### src/core/sfp_pkg.sv
/*
  Shared constants of the sample buffer and proximity control block:
  register offsets, field positions, reset values and the mode type.
  Assumes an 8-bit register port with byte-wide offsets.
*/
package sfp_pkg;
  // ****************************************
  // Register offsets
  // ****************************************
  localparam logic [7:0] OFS_IRQ_STATUS_FIRST  = 8'h00;
  localparam logic [7:0] OFS_IRQ_STATUS_SECOND = 8'h01;
  localparam logic [7:0] OFS_IRQ_ENABLE_SECOND = 8'h03;
  localparam logic [7:0] OFS_WRITE_INDEX       = 8'h04;
  localparam logic [7:0] OFS_LOST_COUNT        = 8'h05;
  localparam logic [7:0] OFS_READ_INDEX        = 8'h06;
  localparam logic [7:0] OFS_DATA_PORT         = 8'h07;
  localparam logic [7:0] OFS_BUFFER_CONFIG     = 8'h08;
  localparam logic [7:0] OFS_ITEM_CTRL_LOW     = 8'h09;
  localparam logic [7:0] OFS_ITEM_CTRL_HIGH    = 8'h0A;
  // ****************************************
  // Field positions
  // ****************************************
  localparam int BIT_SUPPLY_EN   = 7;
  localparam int BIT_CLR_ON_DATA = 6;
  localparam int BIT_AF_SINGLE   = 5;
  localparam int BIT_ROLLOVER    = 4;
  localparam int NEAR_SHIFT      = 11;
  // ****************************************
  // Reset values and sizes
  // ****************************************
  localparam logic [7:0] RST_IRQ_ENABLE_SECOND = 8'h00;
  localparam logic [7:0] RST_BUFFER_CONFIG     = 8'h0F;
  localparam logic [7:0] RST_ITEM_CTRL         = 8'h00;
  localparam logic [4:0] RST_INDEX             = 5'h00;
  localparam logic [4:0] LOST_MAX              = 5'h1F;
  localparam int         BUF_DEPTH             = 32;
  localparam int         SYNC_STAGES           = 3;
  // ****************************************
  // Acquisition mode
  // ****************************************
  typedef enum logic [0:0] {
    SFP_NORMAL = 1'b0,
    SFP_NEAR   = 1'b1
  } sfp_mode_e;
endpackage : sfp_pkg

### src/core/sfp_sync.sv
/*
  Three-stage synchroniser for a level arriving from outside the clock domain.
  Assumes the caller holds clk_en high for the stages to advance.
*/
`timescale 1ns/10ps
module sfp_sync
  import sfp_pkg::*;
(
  input  wire logic ref_clk,
  input  wire logic rst,
  input  wire logic clk_en,
  input  wire logic async_in,
  output logic      sync_out
);
  // ****************************************
  // Stages
  // ****************************************
  logic [SYNC_STAGES-1:0] stage;

  always_ff @(posedge ref_clk or posedge rst)
  begin
    if (rst)
    begin
      stage <= '0;
    end
    else if (clk_en)
    begin
      stage <= {stage[SYNC_STAGES-2:0], async_in};
    end
  end

  // Change accepted once the second and third stages agree
  always_ff @(posedge ref_clk or posedge rst)
  begin
    if (rst)
    begin
      sync_out <= 1'b0;
    end
    else if (clk_en && (stage[1] == stage[2]))
    begin
      sync_out <= stage[2];
    end
  end
endmodule : sfp_sync

### src/core/sfp_ctrl.sv
/*
  Sample buffer with pointers, lost-sample count, almost-full flag policy,
  item type selection and proximity-mode control.
  Assumes a register port decoded from the serial interface outside, a sample
  push from the conversion path, and system settings given as plain inputs.
*/
// Function
// RQ1: Host sets item 1 to first LED when proximity interrupt is enabled.
// RQ2: Near mode when LED1 value below 2048 times threshold, else normal.
// RQ3: Near mode acquires one LED1 exposure at pilot amplitude.
// RQ4: Normal mode acquires all configured items with their currents.
// RQ5: Proximity flag set on leaving near mode when enabled.
// RQ6: Compliance enable gates the LED1 compliance flag.
// RQ7: Bit 7 of second enable register gates supply flag, resets 0.
// RQ8: Five-bit write index resets zero, advances per pushed sample.
// RQ9: Five-bit lost-sample count saturates at 0x1F.
// RQ10: Five-bit read index resets zero, advances per popped sample.
// RQ11: Host may write read index to reread samples.
// RQ12: Data port read returns entry at read index; read only.
// RQ13: Clear-on-data bit adds data read as almost-full clear.
// RQ14: Repeat type re-asserts almost-full on every sample while condition holds.
// RQ15: Single type asserts once per fresh almost-full condition.
// RQ16: Rollover on full overwrites oldest, both indexes advance.
// RQ17: Stop on full discards samples, write index held.
// RQ18: Near mode pushes into full buffer regardless of rollover.
// RQ19: Almost-full fires at 32 minus threshold samples; reset 0xF.
// RQ20: Low item register holds item 1 and item 2 types.
// RQ21: High item register holds item 3 and item 4 types.
// RQ22: Almost-full flag shows next sample passes threshold.
// RQ23: Proximity flag clears on first status register read.
// RQ24: Enable rise flushes buffer; enable low stops pushes, holds state.
// RQ25: Indexes wrap modulo 32.
`timescale 1ns/10ps
module sfp_ctrl
  import sfp_pkg::*;
#(
  parameter int         DATA_W    = 8,
  parameter int         ADC_W     = 19,
  parameter logic [3:0] LED1_TYPE = 4'h1
)
(
  input  wire logic              ref_clk,
  input  wire logic              rst,
  input  wire logic              clk_en,
  input  wire logic [7:0]        reg_addr,
  input  wire logic [7:0]        reg_wdata,
  input  wire logic              reg_wr,
  input  wire logic              reg_rd,
  output logic      [7:0]        reg_rdata,
  input  wire logic              sample_valid,
  input  wire logic [DATA_W-1:0] sample_data,
  input  wire logic              led1_valid,
  input  wire logic [ADC_W-1:0]  led1_value,
  input  wire logic [7:0]        near_detect_threshold,
  input  wire logic [7:0]        pilot_led_amplitude,
  input  wire logic [7:0]        led1_amplitude,
  input  wire logic              near_irq_enable,
  input  wire logic              led_compliance_irq_enable,
  input  wire logic              buffer_enable,
  input  wire logic              led_compliance_fault,
  input  wire logic              supply_range_fault,
  output logic                   near_mode,
  output logic      [15:0]       acq_item_types,
  output logic      [7:0]        acq_led1_amplitude,
  output logic                   almost_full_flag,
  output logic                   near_flag,
  output logic                   led_compliance_flag,
  output logic                   supply_range_flag
);
  // ****************************************
  // Storage and registers
  // ****************************************
  logic [DATA_W-1:0] mem [BUF_DEPTH];
  logic [4:0]        buffer_write_index;
  logic [4:0]        buffer_read_index;
  logic [4:0]        lost_sample_count;
  logic [5:0]        fill;
  logic [7:0]        irq_enable_second;
  logic [7:0]        buffer_config;
  logic [7:0]        item_type_ctrl_low;
  logic [7:0]        item_type_ctrl_high;
  logic              enable_q;
  logic              af_cond_q;
  sfp_mode_e         mode;
  logic              compliance_s;
  logic              supply_s;

  sfp_sync u_sync_compliance (
    .ref_clk  (ref_clk),
    .rst      (rst),
    .clk_en   (clk_en),
    .async_in (led_compliance_fault),
    .sync_out (compliance_s)
  );

  sfp_sync u_sync_supply (
    .ref_clk  (ref_clk),
    .rst      (rst),
    .clk_en   (clk_en),
    .async_in (supply_range_fault),
    .sync_out (supply_s)
  );

  // ****************************************
  // Decode
  // ****************************************
  logic       wr_cfg, wr_ien, wr_low, wr_high, wr_widx, wr_ridx;
  logic       rd_data, rd_stat1, rd_stat2;
  logic       flush, full, pop, push_try, push_store, push_over, lost;
  logic [5:0] af_level;
  logic       af_cond, next_af_cond;
  logic       clear_on_data, af_single, rollover;

  assign wr_ien   = reg_wr && (reg_addr == OFS_IRQ_ENABLE_SECOND);
  assign wr_widx  = reg_wr && (reg_addr == OFS_WRITE_INDEX);
  assign wr_ridx  = reg_wr && (reg_addr == OFS_READ_INDEX);
  assign wr_cfg   = reg_wr && (reg_addr == OFS_BUFFER_CONFIG);
  assign wr_low   = reg_wr && (reg_addr == OFS_ITEM_CTRL_LOW);
  assign wr_high  = reg_wr && (reg_addr == OFS_ITEM_CTRL_HIGH);
  assign rd_data  = reg_rd && (reg_addr == OFS_DATA_PORT);
  assign rd_stat1 = reg_rd && (reg_addr == OFS_IRQ_STATUS_FIRST);
  assign rd_stat2 = reg_rd && (reg_addr == OFS_IRQ_STATUS_SECOND);

  assign clear_on_data = buffer_config[BIT_CLR_ON_DATA];
  assign af_single     = buffer_config[BIT_AF_SINGLE];
  assign rollover      = buffer_config[BIT_ROLLOVER];

  // ****************************************
  // Push and pop conditions
  // ****************************************
  assign flush      = buffer_enable && !enable_q; // RQ24
  assign full       = (fill == 6'(BUF_DEPTH));
  assign pop        = rd_data && (fill != 6'h00);
  assign push_try   = sample_valid && buffer_enable && !flush; // RQ24
  assign push_store = push_try && (!full || pop || rollover || mode == SFP_NEAR); // RQ16 RQ17 RQ18
  assign push_over  = push_try && full && !pop && (rollover || mode == SFP_NEAR); // RQ16 RQ18
  assign lost       = push_try && full && !pop; // RQ9

  // RQ19
  assign af_level     = 6'(BUF_DEPTH) - {2'b00, buffer_config[3:0]};
  assign af_cond      = (fill >= af_level);
  assign next_af_cond = ((fill + 6'h01) >= af_level);

  // ****************************************
  // Buffer memory
  // ****************************************
  always_ff @(posedge ref_clk)
  begin
    if (clk_en && push_store)
    begin
      mem[buffer_write_index] <= sample_data;
    end
  end

  // ****************************************
  // Indexes, fill and lost count
  // ****************************************
  always_ff @(posedge ref_clk or posedge rst)
  begin
    if (rst)
    begin
      buffer_write_index <= RST_INDEX;
      buffer_read_index  <= RST_INDEX;
      fill               <= 6'h00;
      enable_q           <= 1'b0;
    end
    else if (clk_en)
    begin
      enable_q <= buffer_enable;
      if (flush)
      begin
        buffer_write_index <= RST_INDEX; // RQ24
        buffer_read_index  <= RST_INDEX;
        fill               <= 6'h00;
      end
      else if (wr_widx || wr_ridx)
      begin
        buffer_write_index <= wr_widx ? reg_wdata[4:0] : buffer_write_index;
        buffer_read_index  <= wr_ridx ? reg_wdata[4:0] : buffer_read_index; // RQ11
        fill <= {1'b0, (wr_widx ? reg_wdata[4:0] : buffer_write_index)
                      - (wr_ridx ? reg_wdata[4:0] : buffer_read_index)};
      end
      else
      begin
        if (push_store)
        begin
          buffer_write_index <= buffer_write_index + 5'h01; // RQ8 RQ25
        end
        if (pop || push_over)
        begin
          buffer_read_index <= buffer_read_index + 5'h01; // RQ10 RQ16 RQ25
        end
        if (push_store && !pop && !push_over)
        begin
          fill <= fill + 6'h01;
        end
        else if (pop && !push_store)
        begin
          fill <= fill - 6'h01;
        end
      end
    end
  end

  always_ff @(posedge ref_clk or posedge rst)
  begin
    if (rst)
    begin
      lost_sample_count <= RST_INDEX;
    end
    else if (clk_en)
    begin
      if (flush)
      begin
        lost_sample_count <= RST_INDEX;
      end
      else if (lost && lost_sample_count != LOST_MAX)
      begin
        lost_sample_count <= lost_sample_count + 5'h01; // RQ9
      end
    end
  end

  // ****************************************
  // Configuration registers
  // ****************************************
  always_ff @(posedge ref_clk or posedge rst)
  begin
    if (rst)
    begin
      irq_enable_second   <= RST_IRQ_ENABLE_SECOND; // RQ7
      buffer_config       <= RST_BUFFER_CONFIG; // RQ19
      item_type_ctrl_low  <= RST_ITEM_CTRL; // RQ20
      item_type_ctrl_high <= RST_ITEM_CTRL; // RQ21
    end
    else if (clk_en)
    begin
      if (wr_ien)
      begin
        irq_enable_second <= {reg_wdata[BIT_SUPPLY_EN], 7'h00};
      end
      if (wr_cfg)
      begin
        buffer_config <= {1'b0, reg_wdata[6:0]};
      end
      if (wr_low)
      begin
        item_type_ctrl_low <= reg_wdata; // RQ20
      end
      if (wr_high)
      begin
        item_type_ctrl_high <= reg_wdata; // RQ21
      end
    end
  end

  // ****************************************
  // Read data
  // ****************************************
  always_ff @(posedge ref_clk or posedge rst)
  begin
    if (rst)
    begin
      reg_rdata <= 8'h00;
    end
    else if (clk_en && reg_rd)
    begin
      case (reg_addr)
        OFS_IRQ_ENABLE_SECOND: reg_rdata <= irq_enable_second;
        OFS_WRITE_INDEX:       reg_rdata <= {3'h0, buffer_write_index};
        OFS_LOST_COUNT:        reg_rdata <= {3'h0, lost_sample_count};
        OFS_READ_INDEX:        reg_rdata <= {3'h0, buffer_read_index};
        OFS_DATA_PORT:         reg_rdata <= (fill != 6'h00) ? 8'(mem[buffer_read_index]) : 8'h00; // RQ12
        OFS_BUFFER_CONFIG:     reg_rdata <= buffer_config;
        OFS_ITEM_CTRL_LOW:     reg_rdata <= item_type_ctrl_low;
        OFS_ITEM_CTRL_HIGH:    reg_rdata <= item_type_ctrl_high;
        default:               reg_rdata <= 8'h00;
      endcase
    end
  end

  // ****************************************
  // Almost-full flag
  // ****************************************
  always_ff @(posedge ref_clk or posedge rst)
  begin
    if (rst)
    begin
      almost_full_flag <= 1'b0;
      af_cond_q        <= 1'b0;
    end
    else if (clk_en)
    begin
      af_cond_q <= af_cond;
      if ((!af_single && push_store && next_af_cond) || (af_cond && !af_cond_q)) // RQ14 RQ15 RQ22
      begin
        almost_full_flag <= 1'b1;
      end
      else if (rd_stat1 || (clear_on_data && rd_data)) // RQ13
      begin
        almost_full_flag <= 1'b0;
      end
    end
  end

  // ****************************************
  // Proximity mode and acquisition
  // ****************************************
  always_ff @(posedge ref_clk or posedge rst)
  begin
    if (rst)
    begin
      mode      <= SFP_NORMAL;
      near_flag <= 1'b0;
    end
    else if (clk_en)
    begin
      if (!near_irq_enable)
      begin
        mode <= SFP_NORMAL;
      end
      else if (led1_valid)
      begin
        mode <= (32'(led1_value) < (32'(near_detect_threshold) << NEAR_SHIFT)) ? SFP_NEAR : SFP_NORMAL; // RQ2
      end
      if (near_irq_enable && led1_valid && mode == SFP_NEAR
          && !(32'(led1_value) < (32'(near_detect_threshold) << NEAR_SHIFT)))
      begin
        near_flag <= 1'b1; // RQ5
      end
      else if (rd_stat1)
      begin
        near_flag <= 1'b0; // RQ23
      end
    end
  end

  always_ff @(posedge ref_clk or posedge rst)
  begin
    if (rst)
    begin
      near_mode          <= 1'b0;
      acq_item_types     <= 16'h0000;
      acq_led1_amplitude <= 8'h00;
    end
    else if (clk_en)
    begin
      near_mode <= (mode == SFP_NEAR);
      if (mode == SFP_NEAR)
      begin
        acq_item_types     <= {12'h000, LED1_TYPE}; // RQ3
        acq_led1_amplitude <= pilot_led_amplitude;
      end
      else
      begin
        acq_item_types     <= {item_type_ctrl_high, item_type_ctrl_low}; // RQ4
        acq_led1_amplitude <= led1_amplitude;
      end
    end
  end

  // ****************************************
  // Fault flags
  // ****************************************
  always_ff @(posedge ref_clk or posedge rst)
  begin
    if (rst)
    begin
      led_compliance_flag <= 1'b0;
      supply_range_flag   <= 1'b0;
    end
    else if (clk_en)
    begin
      if (led_compliance_irq_enable && sample_valid && compliance_s) // RQ6
      begin
        led_compliance_flag <= 1'b1;
      end
      else if (rd_stat1)
      begin
        led_compliance_flag <= 1'b0;
      end
      if (irq_enable_second[BIT_SUPPLY_EN] && supply_s) // RQ7
      begin
        supply_range_flag <= 1'b1;
      end
      else if (rd_stat2)
      begin
        supply_range_flag <= 1'b0;
      end
    end
  end

  logic plain;
  assign plain = clk_en && !flush && !wr_widx && !wr_ridx;
endmodule : sfp_ctrl

### config.mk
export PLATFORM = sky130hd
export DESIGN_NAME = sfp_ctrl
export DESIGN_NICKNAME = d
export VERILOG_FILES = /design/src/core/sfp_pkg.sv /design/src/core/sfp_sync.sv /design/src/core/sfp_ctrl.sv
export SDC_FILE = /design/constraint.sdc
export NUM_CORES = 1
export LEC_CHECK = 0
export BUFFER_PORTS_ARGS = -buffer_cell sky130_fd_sc_hd__buf_4
export CORE_ASPECT_RATIO = 1.25
export CORE_MARGIN = 3
export CORE_UTILIZATION = 40
export CTS_BUF_LIST = sky130_fd_sc_hd__clkbuf_4 sky130_fd_sc_hd__clkbuf_8 sky130_fd_sc_hd__clkbuf_16
export CTS_CLUSTER_SIZE = 16
export DETAILED_ROUTE_END_ITERATION = 6
export GPL_TIMING_DRIVEN = 0
export SYNTH_ARGS = -nofsm -noshare
export SYNTH_HDL_FRONTEND = slang
export SYNTH_SLANG_ARGS = --single-unit
export TNS_END_PERCENT = 10
### constraint.sdc
create_clock -name ref_clk -period 3.6 [get_ports ref_clk]
set_input_delay 0.72 -clock ref_clk [delete_from_list [all_inputs] [get_ports ref_clk]]
set_output_delay 0.72 -clock ref_clk [all_outputs]
set_load 0.02 [all_outputs]
# Word-level counts from Yosys, hierarchy flattened
# Memories as Yosys holds them, arrays and structs flattened.
# Index checks and enable logic that the tools add are counted.
# Widths: inputs -> output; s select.
totals:
  wordCells: 153
  n_memories: 1
  reg_bits: 93
  out_inout_bits: 37
  ram_bits: 256
  in_bits: 79
memory_table:
  columns: ["memory", "depth", "word_bits", "read_ports", "rd_ports_with_merged_regs", "write_ports", "line_no", "source"]
  rows:
  - ["mem", 32, 8, 1, 0, 1, "sfp_ctrl.sv:73", "logic [DATA_W-1:0] mem [BUF_DEPTH];"]
op_classes:
  n_reduce_logical: 75
  n_eq_ne: 14
  addsub: 7
  order_cmp: 3
  muxes: 30
ops:
  columns: ["op", "n"]
  rows:
  - ["$pmux 8 s8", 1]
  - ["$mux 5", 10]
  - ["$logic_and 1x1->1", 35]
  - ["$eq 8x3->1 const B", 4]
  - ["$reduce_and 2->1", 13]
  - ["$eq 8x4->1 const B", 3]
  - ["$mux 6", 4]
  - ["$lt 19x19->1", 1]
  - ["$mux 16", 1]
  - ["$mux 8", 2]
  - ["$add 5x1->5 const B", 3]
  - ["$ge 6x6->1", 2]
  - ["$mux 1", 12]
  - ["$reduce_bool 2->1", 5]
  - ["$logic_not 1->1", 9]
  - ["$eq 8x1->1 const B", 1]
  - ["$eq 8x2->1 const B", 1]
  - ["$logic_not 8->1", 1]
  - ["$logic_or 1x1->1", 8]
  - ["$add 6x1->6 const B", 1]
  - ["$eq 6x6->1 const B", 1]
  - ["$reduce_bool 3->1", 2]
  - ["$reduce_bool 6->1", 1]
  - ["$sub 6x1->6 const B", 1]
  - ["6 further kinds", 7]

# Logic depth before layout (Yosys ltp)
# Gate-level depths: netlist of run 1.
logic_depth:
  ltp_word: 13
  mapped_depth: 14
  mapped_depth_nobuf: 12

# By module
# A second synthesis of run 1 with hierarchy kept.
hier_totals:
  hier_cells: 1039
  hier_area_um2: 15630.0
modules_own_cells:
  columns: ["mod", "n_inst", "seq_area_each_um2", "cells_per_inst", "area_per_inst_um2"]
  rows:
  - ["sfp_ctrl", 1, 9819.4, 1017, 15309.7]
  - ["sfp_sync", 2, 100.1, 11, 160.2]

# Worst setup path after synthesis of run 1
# Ideal clock, no wire load.
synth_timing:
  path_kind: "input-to-reg"
  from: "input port reg_addr[5]"
  to: "register fill[4]"
  t_required_ns: 3.505
  path_buffers: 1
  t_arrival_ns: 3.114
  setup_time_ns: 0.095
  slack_ns: 0.391
  cell_stages: 13
  path_cell_list: "nor4_1 -> buf_4 -> and4_1 -> nand2_1 -> mux2_2 -> ha_1 -> fa_1 -> inv_1 -> a21o_1 -> a21oi_1 -> xnor2_1 -> o21ai_0 -> o31ai_1"
synth_via:
  elab_chain_len: 12
  elab_cells_between_ends: 28
  classes_between: "add/sub: 1; eq/ne: 3; mux: 5; reduce/logical: 19"
synth_lines:
  columns: ["element", "line_no", "source"]
  rows:
  - ["start, declared", "sfp_ctrl.sv:45", "input wire logic [7:0] reg_addr,"]
  - ["parallel branches: the longest is 12 deep, another holds $sub 5x5->5", null, null]
  - ["end signal, assigned", "sfp_ctrl.sv:180", "fill <= {1'b0, (wr_widx ? reg_wdata[4:0] : buffer_write_index)"]
  - ["end signal, assigned", "sfp_ctrl.sv:195", "fill <= fill + 6'h01;"]
  - ["end signal, assigned", "sfp_ctrl.sv:199", "fill <= fill - 6'h01;"]
  - ["end, declared", "sfp_ctrl.sv:77", "logic [5:0] fill;"]
# Several ways; the timed one is not identified.
# A chain may end at the register's enable or synchronous reset.

# Worst setup path after layout of run 1
layout_timing:
  from: "register buffer_read_index[2]"
  to: "register fill[4]"
layout_via:
  elab_chain_len: 4
layout_lines:
  columns: ["element", "line_no", "source"]
  rows:
  - ["start, declared", "sfp_ctrl.sv:75", "logic [4:0] buffer_read_index;"]
  - ["start signal, assigned", "sfp_ctrl.sv:179", "buffer_read_index <= wr_ridx ? reg_wdata[4:0] : buffer_read_index;"]
  - ["start signal, assigned", "sfp_ctrl.sv:191", "buffer_read_index <= buffer_read_index + 5'h01;"]
  - ["$mux 5", "sfp_ctrl.sv:181", "- (wr_ridx ? reg_wdata[4:0] : buffer_read_index)};"]
  - ["$sub 5x5->5", "sfp_ctrl.sv:181", null]
  - ["$mux 6", "sfp_ctrl.sv:176", "else if (wr_widx || wr_ridx)"]
  - ["$mux 6", "sfp_ctrl.sv:170", "if (flush)"]
# No other way between the ends.

==> results of run 1 <==
[state kept, by name, indices dropped and copies added, names as in the netlist, 5 cells and up]
name                 count
acq_item_types          16
buffer_write_index       5
item_type_ctrl_low       8
acq_led1_amplitude       8
lost_sample_count        5
item_type_ctrl_high      8
buffer_read_index        5
reg_rdata                8
mem                    256
buffer_config            7
fill                     6
[worst max-delay path: stages, from the launching register on]
cell and delay [ns]:
dfrtp_1 0.33, clkbuf_1 0.54, clkbuf_2 0.48, clkbuf_1 0.61, mux2i_1 0.22, ha_1 0.38, a21o_1 0.18, a21oi_1 0.17
xnor2_1 0.13, o21ai_0 0.10, o31ai_1 0.22
[per-layer routing]
metal,vias up,GRT usage (%),routed length (microns)
li1,4183,-,-
met1,4634,24.5,15600
met2,334,31.9,19300
met3,73,2.60,2200
met4,0,6.78,1480
met5,-,0,0
[power by group through the flow]
stage	logic, mW	registers (mW)	clock network [mW]
after floorplan	2.20	4.69	0
after global placement	3.18	4.69	0
after detailed placement	3.23	4.69	0
after CTS	3.25	4.61	3.82
after global routing	3.48	4.63	3.98
final	3.23	4.61	3.75
[how the worst max path moves through the flow]
| stage | start | end | slack [ns] |
|---|---|---|---|
| 2_1_floorplan | reg_addr[5] | fill[4] | 0.39 |
| 3_3_place_gp | rst | fill[2] | -0.82 |
| 3_5_place_dp | reg_addr[5] | mem[19][1] | -0.57 |
| 4_1_cts | fill[0] | mem[3][1] | -0.07 |
| 5_1_grt | buffer_read_index[2] | fill[4] | -0.04 |
| 6_report | buffer_read_index[2] | fill[4] | 0.14 |
[stage by stage]
step           power [mW]  instances
2_1_floorplan        6.89       1000
3_3_place_gp         7.87       1593
3_5_place_dp         7.92       1594
4_1_cts              11.7       1659
5_1_grt              12.1       1659
6_report             11.6       1659
[cells in the mapped netlist (all sizes together) (2+ instances only)]
cell and count:
a21oi 31, nand2 67, o22ai 7, xor2 7, o2bb2ai 17, a31o 4
a22o 4, nand4 6, mux4 80, dfrtp 89, inv 30, a22oi 19
nand3b 3, o2111ai 2, nor2b 4, ha 34, a211oi 2, nor3 13
o22a 2, or3 3, nand2b 5, a21o 11, mux2 34, edfxtp 256
o21ai 34, nor2 71, nand3 20, a32oi 2, a32o 2, or4 3
and2 6, o31ai 6, xnor2 7, nor4b 2, and3 7, dfstp 4
mux2i 30, nor4 2, a31oi 4, clkbuf 35, buf 20
[kinds of logic after synthesis]
kind of cell	Yosys count
DFF	349
and+or+nand+nor	219
AOI/OAI and AO/OA	154
muxes	144
buffers and inverters	85
adders and majority gates	35
xor gates and xnor gates	14
[area by class of cell]
cell class                      count  area share, %
Sequential cell                   349           55.1
Multi-Input combinational cell    566           28.5
Clock buffer                       46           5.60
Timing Repair Buffer              102           4.32
Tap cell                          492           3.39
Buffer                             55           1.45
Clock inverter                     19           1.03
Inverter                           30          0.633
[what timing repair did]
action	4_1_cts	5_1_grt
resized for setup	3	15
endpoints found under the setup margin	81	257
hold buffers	0	0
==> impl_results.html, run 1 <==
<table>
<tr><th>Metric</th><th>Value</th></tr>
<tr><th colspan="2">STA</th></tr>
<tr><td>Crit share post-route</td><td>96.0%</td></tr>
<tr><td>Pin slew with the least headroom to its limit</td><td>about 1 ns</td></tr>
<tr><td>Hold Vio Cnt, Final</td><td>0</td></tr>
<tr><td>Worst relative slew slack</td><td>34.3%</td></tr>
<tr><td>F_max</td><td>between 200 and 300 MHz</td></tr>
<tr><td>Endpoints failing setup</td><td>0</td></tr>
<tr><td>Final count of pins violating max slew</td><td>0</td></tr>
<tr><td>Fin worst setup slack</td><td>0.144 ns</td></tr>
<tr><td>Crit path time final</td><td>3.46 ns</td></tr>
<tr><td>Post-Route Setup TNS</td><td>0 ns</td></tr>
<tr><td>Worst hold slack</td><td>approximately 0.21 ns</td></tr>
<tr><td>Max Clock Skew</td><td>between 0.008 and 0.009 ns</td></tr>
<tr><td>Setup repair after global routing missed its margin</td><td>yes</td></tr>
<tr><th colspan="2">Synthesis</th></tr>
<tr><td>Yosys Warn Count</td><td>0</td></tr>
<tr><td>Cell count after synthesis</td><td>1000</td></tr>
<tr><td>Number of flops mapped to enable cells by yosys</td><td>about 260</td></tr>
<tr><td>Share of cell area taken by muxes after synthesis</td><td>between 10% and 20%</td></tr>
<tr><td>Simple-gate portion of the synthesized area</td><td>roughly 6.6%</td></tr>
<tr><td>Yosys cell types</td><td>between 60 and 70</td></tr>
<tr><td>Synthesized flop and latch total</td><td>~350</td></tr>
<tr><td>Synthesized netlist net count</td><td>~1.1k</td></tr>
<tr><td>Largest family of logic cells by synthesized area</td><td>multiplexers</td></tr>
<tr><td>Cell area after technology mapping</td><td>around 16000 sq um</td></tr>
<tr><td>Top area cells in the synthesized netlist</td><td>edfxtp_1 50%, dfrtp_1 14%, mux4_2 12%</td></tr>
<tr><td>Library cell with the largest summed area after synthesis</td><td>edfxtp_1</td></tr>
<tr><td>Post-synthesis sequential area ratio</td><td>around 65%</td></tr>
<tr><td>Predominant post-synthesis flop cell</td><td>edfxtp_1</td></tr>
<tr><td>Arithmetic-cell share of the synthesized area counting full adders, half adders and majority gates</td><td>approximately 2.9%</td></tr>
<tr><td>Xor/xnor share of the synthesized area</td><td>less than 1%</td></tr>
<tr><td>Share of flip-flops with an asynchronous set or reset</td><td>26.6%</td></tr>
<tr><td>Mapped Avg Cell Area</td><td>15.5 sq um</td></tr>
<tr><td>Fraction of post-synthesis cell area in the top cell type by area</td><td>between 40% and 50%</td></tr>
<tr><td>Post-synthesis compound-gate area fraction</td><td>6.75%</td></tr>
<tr><th colspan="2">Hold path</th></tr>
<tr><td>Hold WC Path Type</td><td>in -&gt; async</td></tr>
<tr><th colspan="2">Detailed routing</th></tr>
<tr><td>Count of TritonRoute iterations in the first routing pass</td><td>5</td></tr>
<tr><td>Vias per inst</td><td>about 5.6</td></tr>
<tr><td>Total DRC errors in the routed layout</td><td>0</td></tr>
<tr><td>Routed Wire Length</td><td>just under 40000 microns</td></tr>
<tr><td>DRT iter0 DRCs</td><td>~670</td></tr>
<tr><td>Vias post-DR</td><td>slightly above 9k</td></tr>
<tr><td>Routed wire length per instance</td><td>between 20 and 25 microns</td></tr>
<tr><td>Antenna-violating nets left</td><td>0</td></tr>
<tr><th colspan="2">GRT</th></tr>
<tr><td>Number of global-route vias before repair</td><td>approximately 9.6k</td></tr>
<tr><td>Antenna violations before repair</td><td>0</td></tr>
<tr><td>Wire length of the first global-routing pass</td><td>58700 microns</td></tr>
<tr><td>Congestion Overflow GR</td><td>0</td></tr>
<tr><td>All-layer global routing usage</td><td>between 10% and 20%</td></tr>
<tr><td>Pin count of the biggest net entering global routing</td><td>60</td></tr>
<tr><th colspan="2">Power and ir drop</th></tr>
<tr><td>Switching power as a share of total power</td><td>between 20% and 30%</td></tr>
<tr><td>Cell area power density</td><td>637 nW/um^2</td></tr>
<tr><td>Switching power</td><td>roughly 3.4 mW</td></tr>
<tr><td>Design internal power</td><td>roughly 8 mW</td></tr>
<tr><td>Static leakage</td><td>around 6.7 nW</td></tr>
<tr><td>Part of the total power dissipated in combinational logic</td><td>approximately 28%</td></tr>
<tr><td>Proportion of power drawn by the clock network</td><td>between 30 and 40%</td></tr>
<tr><td>Sequential group share of total power</td><td>39.8%</td></tr>
<tr><td>IR drop worst, VDD</td><td>0.375 mV</td></tr>
<tr><th colspan="2">Layout</th></tr>
<tr><td>Layout Nets</td><td>roughly 1.3k</td></tr>
<tr><td>Antenna fix cells</td><td>0</td></tr>
<tr><td>Commonest non-fill, non-tap cells in the layout</td><td>256 x edfxtp_1, 103 x buf_4, 89 x dfrtp_1, 80 x mux4_2, 67 x nand2_1</td></tr>
<tr><td>Register Area</td><td>between 10000 and 15000 sq um</td></tr>
<tr><td>Area of the multi-input gates</td><td>between 5000 and 6000 sq um</td></tr>
<tr><td>Commonest non-fill, non-tap cell in the layout</td><td>edfxtp_1</td></tr>
<tr><td>FILL cells</td><td>3319</td></tr>
<tr><td>Core utilization of the finished layout</td><td>47.5%</td></tr>
<tr><td>Area overhead of the layout relative to synthesis</td><td>17.1%</td></tr>
<tr><td>Proportion of layout cells with a drive suffix above 1</td><td>approximately 28%</td></tr>
<tr><td>Layout Cell Area excl Fill</td><td>18200 sq um</td></tr>
<tr><th colspan="2">Clocking</th></tr>
<tr><td>H-tree Lvls</td><td>2</td></tr>
<tr><td>Clock tree from TritonCTS</td><td>done</td></tr>
<tr><td>Clock Latency Late Sink</td><td>0.54 ns</td></tr>
<tr><td>Number of clock buffers inserted by TritonCTS</td><td>38</td></tr>
<tr><td>Cell at the root of the clock tree</td><td>clkbuf_16</td></tr>
<tr><td>Setup Fix Bufs, Post-CTS</td><td>0</td></tr>
<tr><td># clock sinks</td><td>349</td></tr>
<tr><td>Reg clk slew, reported paths</td><td>~0.060 ns</td></tr>
<tr><td>Buffer levels on the longest clock path</td><td>3</td></tr>
<tr><th colspan="2">Job</th></tr>
<tr><td>Max cap viols</td><td>0</td></tr>
<tr><th colspan="2">Worst setup path</th></tr>
<tr><td>Data arrival at the endpoint of the critical path</td><td>approximately 4 ns</td></tr>
<tr><td>Worst setup EP type</td><td>flip-flop</td></tr>
<tr><td>End of the worst register-to-register path</td><td>fill[4]</td></tr>
<tr><td>Crit path launch type</td><td>flip-flop</td></tr>
<tr><td>Worst reg-to-reg path cell count</td><td>10</td></tr>
<tr><td>Worst r2r src</td><td>buffer_read_index[2]</td></tr>
<tr><td>CP max FO</td><td>10</td></tr>
<tr><td>CP Class</td><td>reg -&gt; reg</td></tr>
<tr><td>Setup slack on the worst flop-to-flop path</td><td>between 0.1 and 0.15 ns</td></tr>
<tr><td>Data required time at the worst endpoint</td><td>4.04 ns</td></tr>
<tr><th colspan="2">Floorplan</th></tr>
<tr><td>Starting density of the core</td><td>approximately two fifths</td></tr>
<tr><td>Die span in y</td><td>226 microns</td></tr>
<tr><td>Area of the placeable core</td><td>approximately 38000 sq um</td></tr>
<tr><td>Area of the die</td><td>41200 sq um</td></tr>
<tr><td>Number of top-level pins</td><td>about 120</td></tr>
<tr><td>Width of the die</td><td>182 microns</td></tr>
<tr><td>Cell Rows</td><td>80</td></tr>
<tr><th colspan="2">Run status</th></tr>
<tr><td>Outcome</td><td>finished clean</td></tr>
<tr><th colspan="2">Placement</th></tr>
<tr><td>Count of buffers from port buffering</td><td>101</td></tr>
<tr><td>Worst slack at placement</td><td>-0.568 ns</td></tr>
<tr><td>Placed cell areas</td><td>about 17000 sq um</td></tr>
<tr><td>Last weighted congestion value of the routability-driven placer</td><td>about 0.86</td></tr>
<tr><td>Placed wire-length estimate</td><td>27500 microns</td></tr>
</table>
Note: power is estimated with default switching activity, not from simulation.
==> inputs of run 2 (changes only) <==
--- a/config.mk
+++ b/config.mk
@@ -12,7 +12,6 @@
 export CTS_BUF_LIST = sky130_fd_sc_hd__clkbuf_4 sky130_fd_sc_hd__clkbuf_8 sky130_fd_sc_hd__clkbuf_16
 export CTS_CLUSTER_SIZE = 16
 export DETAILED_ROUTE_END_ITERATION = 6
-export GPL_TIMING_DRIVEN = 0
 export SYNTH_ARGS = -nofsm -noshare
 export SYNTH_HDL_FRONTEND = slang
 export SYNTH_SLANG_ARGS = --single-unit
==> impl_results.html, run 2 (synthesis results as in run 1) <==
<table>
<tr><th>Metric</th><th>Value</th></tr>
<tr><th colspan="2">Run status</th></tr>
<tr><td>Outcome</td><td>finished clean</td></tr>
<tr><th colspan="2">Floorplan</th></tr>
<tr><td>Area of the placeable core</td><td>38200 sq um (unchanged)</td></tr>
<tr><td>Starting density of the core</td><td>40.6% (unchanged)</td></tr>
<tr><td>Die span in y</td><td>226 microns (unchanged)</td></tr>
<tr><td>Width of the die</td><td>182 microns (unchanged)</td></tr>
<tr><td>Number of top-level pins</td><td>116 (unchanged)</td></tr>
<tr><td>Cell Rows</td><td>80 (unchanged)</td></tr>
<tr><td>Area of the die</td><td>41200 sq um (unchanged)</td></tr>
<tr><th colspan="2">Power and ir drop</th></tr>
<tr><td>Part of the total power dissipated in combinational logic</td><td>23.8% (-4.1 points)</td></tr>
<tr><td>Cell area power density</td><td>624 nW/um^2 (-2.2%)</td></tr>
<tr><td>Switching power</td><td>3.20 mW (-7.2%)</td></tr>
<tr><td>Sequential group share of total power</td><td>43.3% (+3.5 points)</td></tr>
<tr><td>Post-layout power</td><td>11.4 mW (-1.4%)</td></tr>
<tr><td>IR drop worst, VDD</td><td>0.420 mV (+12%)</td></tr>
<tr><td>Static leakage</td><td>6.90 nW (+2.7%)</td></tr>
<tr><td>Switching power as a share of total power</td><td>28.0% (-1.7 points)</td></tr>
<tr><td>Proportion of power drawn by the clock network</td><td>32.9% (+0.6 points)</td></tr>
<tr><td>Design internal power</td><td>8.23 mW (+1.0%)</td></tr>
<tr><th colspan="2">Layout</th></tr>
<tr><td>Max FFs per register</td><td>256 (unchanged)</td></tr>
<tr><td>Proportion of layout cells with a drive suffix above 1</td><td>30.6% (+2.6 points)</td></tr>
<tr><td>FILL cells</td><td>3322 (+0.090%)</td></tr>
<tr><td>Core utilization of the finished layout</td><td>47.9% (+0.37 points)</td></tr>
<tr><td>Antenna fix cells</td><td>0 (unchanged)</td></tr>
<tr><td>Register with the highest flop count</td><td>mem</td></tr>
<tr><td>Regs by FF count</td><td>mem x256, acq_item_types x16</td></tr>
<tr><td>Commonest non-fill, non-tap cells in the layout</td><td>256 x edfxtp_1, 158 x buf_4, 86 x dfrtp_1, 80 x mux4_2, 71 x nor2_1</td></tr>
<tr><td>Area overhead of the layout relative to synthesis</td><td>18.0%</td></tr>
<tr><td>Commonest non-fill, non-tap cell in the layout</td><td>edfxtp_1</td></tr>
<tr><td>Layout Nets</td><td>1258 (+0.16%)</td></tr>
<tr><th colspan="2">Worst setup path</th></tr>
<tr><td>Worst setup EP type</td><td>flip-flop</td></tr>
<tr><td>CP max FO</td><td>10 (unchanged)</td></tr>
<tr><td>End of the worst register-to-register path</td><td>mem[3][4]</td></tr>
<tr><td>Slowest stage delay, CP</td><td>0.44 ns (-0.17 ns)</td></tr>
<tr><td>Cell type group with the largest total delay on the critical path</td><td>simple AND/OR/NAND/NOR gates</td></tr>
<tr><td>Cell breakdown of the critical path</td><td>inv_1 -&gt; ha_1 -&gt; nor4b_1 -&gt; and3_1 -&gt; a211oi_1 -&gt; buf_4 -&gt; nand2_1 -&gt; nor2_1 -&gt; buf_4</td></tr>
<tr><td>Worst reg-to-reg path cell count</td><td>9 (-1)</td></tr>
<tr><td>Crit path launch type</td><td>flip-flop</td></tr>
<tr><td>Worst-path cell with the longest stage delay</td><td>dfrtp_1</td></tr>
<tr><td>Top cell by count, worst path</td><td>buf_4</td></tr>
<tr><td>Setup slack on the worst flop-to-flop path</td><td>0.62 ns (+0.48 ns)</td></tr>
<tr><td>Worst r2r src</td><td>fill[0]</td></tr>
<tr><td>Data required time at the worst endpoint</td><td>3.83 ns (-0.21 ns)</td></tr>
<tr><td>CP Class</td><td>reg -&gt; reg</td></tr>
<tr><td>Data arrival at the endpoint of the critical path</td><td>3.20 ns (-0.70 ns)</td></tr>
<tr><td>Worst Path Buf+Inv</td><td>3 (unchanged)</td></tr>
<tr><th colspan="2">STA</th></tr>
<tr><td>Max Clock Skew</td><td>0.0189 ns (+0.0104 ns)</td></tr>
<tr><td>Worst relative slew slack</td><td>46.2% (+12 points)</td></tr>
<tr><td>Pin slew with the least headroom to its limit</td><td>0.807 ns (-0.179 ns)</td></tr>
<tr><td>Post-Route Setup TNS</td><td>0 ns (unchanged)</td></tr>
<tr><td>Setup repair after global routing missed its margin</td><td>no</td></tr>
<tr><td>Fin worst setup slack</td><td>0.624 ns (+0.480 ns)</td></tr>
<tr><td>F_max</td><td>336 MHz (+16%)</td></tr>
<tr><td>Crit share post-route</td><td>82.7% (-13 points)</td></tr>
<tr><td>Endpoints failing setup</td><td>0 (unchanged)</td></tr>
<tr><td>Final count of pins violating max slew</td><td>0 (unchanged)</td></tr>
<tr><td>Hold Vio Cnt, Final</td><td>0 (unchanged)</td></tr>
<tr><td>Crit path time final</td><td>2.98 ns (-0.480 ns)</td></tr>
<tr><td>Worst hold slack</td><td>0.291 ns (+0.0838 ns)</td></tr>
<tr><th colspan="2">Detailed routing</th></tr>
<tr><td>Routed Wire Length</td><td>36000 microns (-6.7%)</td></tr>
<tr><td>Antenna-violating nets left</td><td>0 (unchanged)</td></tr>
<tr><td>Total DRC errors in the routed layout</td><td>0 (unchanged)</td></tr>
<tr><td>DRT iter0 DRCs</td><td>707 (+6.3%)</td></tr>
<tr><td>Count of TritonRoute iterations in the first routing pass</td><td>5 (unchanged)</td></tr>
<tr><td>Routed wire length per instance</td><td>21.7 microns (-6.8%)</td></tr>
<tr><td>Vias per inst</td><td>5.49 (-1.3%)</td></tr>
<tr><td>Vias post-DR</td><td>9114 (-1.2%)</td></tr>
<tr><th colspan="2">Clocking</th></tr>
<tr><td>H-tree Lvls</td><td>2 (unchanged)</td></tr>
<tr><td># clock sinks</td><td>349 (unchanged)</td></tr>
<tr><td>Reg clk slew, reported paths</td><td>0.06 ns (about the same)</td></tr>
<tr><td>Post-cts gate resize count</td><td>0 (-3)</td></tr>
<tr><td>Clock Latency Late Sink</td><td>0.52 ns (-0.02 ns)</td></tr>
<tr><td>Cell at the root of the clock tree</td><td>clkbuf_16</td></tr>
<tr><td>Count of hold buffers inserted by post-cts repair</td><td>0 (unchanged)</td></tr>
<tr><td>Buffer levels on the longest clock path</td><td>3 (unchanged)</td></tr>
<tr><td>Number of clock buffers inserted by TritonCTS</td><td>37 (-2.6%)</td></tr>
<tr><td>Clock tree from TritonCTS</td><td>done</td></tr>
<tr><td>Setup Fix Bufs, Post-CTS</td><td>0 (unchanged)</td></tr>
<tr><th colspan="2">GRT</th></tr>
<tr><td>Wire length of the first global-routing pass</td><td>55800 microns (-5.0%)</td></tr>
<tr><td>Number of global-route vias before repair</td><td>9477 (-1.4%)</td></tr>
<tr><td>Antenna violations before repair</td><td>0 (unchanged)</td></tr>
<tr><td>All-layer global routing usage</td><td>17.4% (-1.3 points)</td></tr>
<tr><td>Congestion Overflow GR</td><td>0 (unchanged)</td></tr>
<tr><td>Pin count of the biggest net entering global routing</td><td>50 (-17%)</td></tr>
<tr><th colspan="2">Placement</th></tr>
<tr><td>Last weighted congestion value of the routability-driven placer</td><td>0.853 (-0.71%)</td></tr>
<tr><td>Worst slack at placement</td><td>0.0873 ns (+0.656 ns)</td></tr>
<tr><td>Placed wire-length estimate</td><td>25000 microns (-9.0%)</td></tr>
<tr><td>Count of buffers from port buffering</td><td>104 (+3.0%)</td></tr>
<tr><th colspan="2">Job</th></tr>
<tr><td>Max cap viols</td><td>0 (unchanged)</td></tr>
<tr><th colspan="2">Hold path</th></tr>
<tr><td>Hold WC Path Type</td><td>in -&gt; async</td></tr>
</table>
[run 2: routing by layer]
metal	track usage, %	wire, microns	up-vias
met5	0	0	-
li1	-	-	4185
met3	3.39	2090	73
met2	29.8	17700	283
met4	6.54	1420	0
met1	22.0	14700	4573
[run 2: worst register-to-register path: stages (launching register included)]
cell	delay (ns)
dfrtp_1	0.44
inv_1	0.15
ha_1	0.24
nor4b_1	0.18
and3_1	0.23
a211oi_1	0.36
buf_4	0.22
nand2_1	0.37
nor2_1	0.30
buf_4	0.22
[run 2: cell type report]
type / count / area [sq um] / share of cell area, %
Timing Repair Buffer: 160 / 1230 / 6.69
Multi-Input combinational cell: 566 / 5140 / 28.0
Sequential cell: 349 / 10000 / 54.7
Clock buffer: 53 / 1050 / 5.74
Tap cell: 492 / 616 / 3.36
Inverter: 30 / 115 / 0.628
Clock inverter: 11 / 150 / 0.820
[run 2: power by group through the flow]
stage                     Combinational, mW  Clock, mW  Sequential (mW)
after global placement                 2.70          0             5.04
after CTS                              2.75       3.85             4.96
final                                  2.72       3.76             4.95
after floorplan                        2.20          0             4.69
after global routing                   2.95       4.02             5.00
after detailed placement               2.73          0             5.04
[run 2: through the flow]
| step | cell area, sq um | std cells |
|---|---|---|
| final | 18300 | 1661 |
| after detailed placement | 17100 | 1597 |
| after global routing | 18300 | 1661 |
| after global placement | 17100 | 1597 |
| after CTS | 18300 | 1661 |
| after floorplan | 15500 | 1000 |
[run 2: worst max path at each step]
stage	from	endpoint	slack [ns]	cells after the start
after floorplan	reg_addr[5]	fill[4]	0.39	13
final	fill[0]	mem[3][4]	0.62	9
after CTS	reg_addr[5]	fill[4]	0.61	14
after global placement	reg_addr[5]	fill[4]	0.11	14
after detailed placement	reg_addr[5]	fill[4]	0.09	14
after global routing	fill[0]	mem[11][1]	0.43	9
==> inputs of run 3 (changes only) <==
==> constraint.sdc (replaced) <==
create_clock -name ref_clk -period 3.1 [get_ports ref_clk]
set_input_delay 0.62 -clock ref_clk [delete_from_list [all_inputs] [get_ports ref_clk]]
set_output_delay 0.62 -clock ref_clk [all_outputs]
set_load 0.02 [all_outputs]
==> impl_results.html, run 3 (synthesis results as in run 1) <==
<table>
<tr><th>Metric</th><th>Value</th></tr>
<tr><th colspan="2">Run status</th></tr>
<tr><td>Outcome</td><td>finished clean</td></tr>
<tr><th colspan="2">Hold path</th></tr>
<tr><td>Hold WC Path Type</td><td>in -&gt; async</td></tr>
<tr><th colspan="2">Detailed routing</th></tr>
<tr><td>Routed wire length per instance</td><td>21.7 microns (about the same)</td></tr>
<tr><td>Count of TritonRoute iterations in the first routing pass</td><td>5 (unchanged)</td></tr>
<tr><td>Vias per inst</td><td>5.40 (-1.6%)</td></tr>
<tr><td>Vias post-DR</td><td>9080 (-0.37%)</td></tr>
<tr><td>Antenna-violating nets left</td><td>0 (unchanged)</td></tr>
<tr><td>DRT iter0 DRCs</td><td>561 (-21%)</td></tr>
<tr><td>Routed Wire Length</td><td>36400 microns (+1.2%)</td></tr>
<tr><td>Total DRC errors in the routed layout</td><td>0 (unchanged)</td></tr>
<tr><th colspan="2">Floorplan</th></tr>
<tr><td>Area of the die</td><td>41200 sq um (unchanged)</td></tr>
<tr><td>Starting density of the core</td><td>40.6% (unchanged)</td></tr>
<tr><td>Width of the die</td><td>182 microns (unchanged)</td></tr>
<tr><td>Cell Rows</td><td>80 (unchanged)</td></tr>
<tr><td>Die span in y</td><td>226 microns (unchanged)</td></tr>
<tr><td>Area of the placeable core</td><td>38200 sq um (unchanged)</td></tr>
<tr><td>Number of top-level pins</td><td>116 (unchanged)</td></tr>
<tr><th colspan="2">GRT</th></tr>
<tr><td>Wire length of the first global-routing pass</td><td>56200 microns (+0.87%)</td></tr>
<tr><td>GR peak layer</td><td>met2</td></tr>
<tr><td>Antenna violations before repair</td><td>0 (unchanged)</td></tr>
<tr><td>Congestion Overflow GR</td><td>0 (unchanged)</td></tr>
<tr><td>Number of global-route vias before repair</td><td>9624 (+1.6%)</td></tr>
<tr><td>Met2 Track Usage GR</td><td>30.5% (+0.64 points)</td></tr>
<tr><td>Met1 capacity usage during global routing</td><td>22.7% (+0.68 points)</td></tr>
<tr><td>Met3 global-route usage</td><td>2.49% (-0.90 points)</td></tr>
<tr><td>All-layer global routing usage</td><td>17.6% (+0.21 points)</td></tr>
<tr><td>Pin count of the biggest net entering global routing</td><td>58 (+16%)</td></tr>
<tr><th colspan="2">Worst setup path</th></tr>
<tr><td>CP max FO</td><td>9 (-1)</td></tr>
<tr><td>CP Class</td><td>reg -&gt; reg</td></tr>
<tr><td>Worst setup EP type</td><td>flip-flop</td></tr>
<tr><td>Top cell by count, worst path</td><td>buf_4</td></tr>
<tr><td>Worst-path cell with the longest stage delay</td><td>dfrtp_1</td></tr>
<tr><td>Data required time at the worst endpoint</td><td>3.34 ns (-0.49 ns)</td></tr>
<tr><td>Slowest stage delay, CP</td><td>0.43 ns (about the same)</td></tr>
<tr><td>Data arrival at the endpoint of the critical path</td><td>3.02 ns (-0.18 ns)</td></tr>
<tr><td>Crit path launch type</td><td>flip-flop</td></tr>
<tr><td>Source of the critical timing path</td><td>fill[0]</td></tr>
<tr><td>Worst reg-to-reg path cell count</td><td>9 (unchanged)</td></tr>
<tr><td>Worst r2r src</td><td>fill[0]</td></tr>
<tr><td>Cell type group with the largest total delay on the critical path</td><td>simple AND/OR/NAND/NOR gates</td></tr>
<tr><td>Cell breakdown of the critical path</td><td>inv_1 -&gt; ha_1 -&gt; nor4b_1 -&gt; and3_1 -&gt; a211oi_1 -&gt; buf_4 -&gt; nand2_1 -&gt; nor2_1 -&gt; buf_4</td></tr>
<tr><td>Logic depth of the worst path, buffers included</td><td>9 (unchanged)</td></tr>
<tr><td>Worst Path Buf+Inv</td><td>3 (unchanged)</td></tr>
<tr><th colspan="2">Clocking</th></tr>
<tr><td>Post-cts gate resize count</td><td>0 (unchanged)</td></tr>
<tr><td>H-tree Lvls</td><td>2 (unchanged)</td></tr>
<tr><td>Number of clock buffers inserted by TritonCTS</td><td>38 (+2.7%)</td></tr>
<tr><td>Reg clk slew, reported paths</td><td>0.06 ns (about the same)</td></tr>
<tr><td>Cell at the root of the clock tree</td><td>clkbuf_16</td></tr>
<tr><td>Clock tree from TritonCTS</td><td>done</td></tr>
<tr><td>Count of hold buffers inserted by post-cts repair</td><td>0 (unchanged)</td></tr>
<tr><td>Buffer levels on the longest clock path</td><td>3 (unchanged)</td></tr>
<tr><td>Setup Fix Bufs, Post-CTS</td><td>0 (unchanged)</td></tr>
<tr><td>Clock Latency Late Sink</td><td>0.53 ns (about the same)</td></tr>
<tr><td># clock sinks</td><td>349 (unchanged)</td></tr>
<tr><th colspan="2">Power and ir drop</th></tr>
<tr><td>Post-layout power</td><td>13.4 mW (+17%)</td></tr>
<tr><td>IR drop worst, VDD</td><td>0.476 mV (+13%)</td></tr>
<tr><td>Cell area power density</td><td>723 nW/um^2 (+16%)</td></tr>
<tr><td>Static leakage</td><td>6.99 nW (+1.3%)</td></tr>
<tr><th colspan="2">Layout</th></tr>
<tr><td>Layout Nets</td><td>1275 (+1.4%)</td></tr>
<tr><td>Commonest non-fill, non-tap cell in the layout</td><td>edfxtp_1</td></tr>
<tr><td>Proportion of layout cells with a drive suffix above 1</td><td>31.6% (+0.97 points)</td></tr>
<tr><td>Regs by FF count</td><td>mem x256, acq_item_types x16</td></tr>
<tr><td>Antenna fix cells</td><td>0 (unchanged)</td></tr>
<tr><td>Register with the highest flop count</td><td>mem</td></tr>
<tr><td>Area overhead of the layout relative to synthesis</td><td>19.1%</td></tr>
<tr><td>Layout Cell Area excl Fill</td><td>18500 sq um (+0.92%)</td></tr>
<tr><td>Core utilization of the finished layout</td><td>48.4% (+0.44 points)</td></tr>
<tr><td>Max FFs per register</td><td>256 (unchanged)</td></tr>
<tr><td>Commonest non-fill, non-tap cells in the layout</td><td>256 x edfxtp_1, 171 x buf_4, 86 x dfrtp_1, 80 x mux4_2, 71 x nor2_1</td></tr>
<tr><th colspan="2">Placement</th></tr>
<tr><td>Last weighted congestion value of the routability-driven placer</td><td>0.818 (-4.1%)</td></tr>
<tr><td>Placed wire-length estimate</td><td>25300 microns (+1.3%)</td></tr>
<tr><td>Count of buffers from port buffering</td><td>104 (unchanged)</td></tr>
<tr><td>Placed cell areas</td><td>17300 sq um (+0.92%)</td></tr>
<tr><td>Worst slack at placement</td><td>-0.190 ns (-0.277 ns)</td></tr>
<tr><th colspan="2">STA</th></tr>
<tr><td>Worst hold slack</td><td>0.195 ns (-0.0959 ns)</td></tr>
<tr><td>Final count of pins violating max slew</td><td>0 (unchanged)</td></tr>
<tr><td>Crit path time final</td><td>2.79 ns (-0.191 ns)</td></tr>
<tr><td>Fin worst setup slack</td><td>0.314 ns (-0.309 ns)</td></tr>
<tr><td>Hold Vio Cnt, Final</td><td>0 (unchanged)</td></tr>
<tr><td>Worst relative slew slack</td><td>55.7% (+9.6 points)</td></tr>
<tr><td>Max Clock Skew</td><td>0.0224 ns (+0.00344 ns)</td></tr>
<tr><td>Crit share post-route</td><td>89.9% (+7.2 points)</td></tr>
<tr><td>Pin slew with the least headroom to its limit</td><td>0.664 ns (-0.143 ns)</td></tr>
<tr><td>Setup repair after global routing missed its margin</td><td>no</td></tr>
<tr><td>F_max</td><td>359 MHz (+6.8%)</td></tr>
<tr><td>Endpoints failing setup</td><td>0 (unchanged)</td></tr>
<tr><th colspan="2">Job</th></tr>
<tr><td>Max cap viols</td><td>0 (unchanged)</td></tr>
</table>
[run 3: cell types whose count changed in the layout (fill, tap and decap cells not counted)]
| cell | delta |
|---|---|
| clkinv_2 | +4 |
| clkbuf_4 | -4 |
| clkbuf_16 | +1 |
| buf_4 | +13 |
| buf_12 | +3 |
| bufinv_16 | -2 |
| clkinvlp_4 | +2 |
| clkinv_1 | +3 |
| clkinv_16 | +1 |
[run 3: where the power goes]
group          leakage [nW]  internal, mW  switching (mW)
combinational          2.88          1.84            1.68
clock                 0.606          2.50            1.82
sequential             3.50          5.20           0.330
total                  6.99          9.54            3.83
[run 3: worst register-to-register path: cells and delay by family, from the launching register on]
kind	cells	cell delay, ns
buf+inv	3	0.55
fa+ha+maj	1	0.25
compound gates	1	0.28
simple gates	4	0.99
flops	1	0.43
[run 3: cell type report]
cell class | count | area, sq um
clock inverter | 19 | 166
fill | 3317 | 19700
clock buffer | 50 | 1050
sequential | 349 | 10000
inverter | 30 | 115
multi-input combinational | 566 | 5140
tap | 492 | 616
timing repair buffer | 176 | 1380
[run 3: final timing paths]
kind,end,slack [ns]
min,irq_enable_second[7],0.20
min reg2reg,led_compliance_flag,0.47
max,mem[3][2],0.31
min in group ref_clk,item_type_ctrl_high[7],0.35
max in group asynchronous,buffer_config[0],2.16
max reg2reg,mem[3][2],0.31
[run 3: per-layer routing]
layer | routed length (microns) | up-vias
met4 | 1280 | 0
li1 | - | 4225
met2 | 18200 | 233
met5 | 0 | -
met1 | 15400 | 4560
met3 | 1570 | 62
[run 3: through the flow]
| stage | instances | setup TNS, ns |
|---|---|---|
| CTS | 1682 | 0 |
| global route | 1682 | 0 |
| global placement | 1613 | -0.358 |
| detailed placement | 1613 | -0.298 |
| floorplan | 1000 | 0 |
| finish | 1682 | 0 |
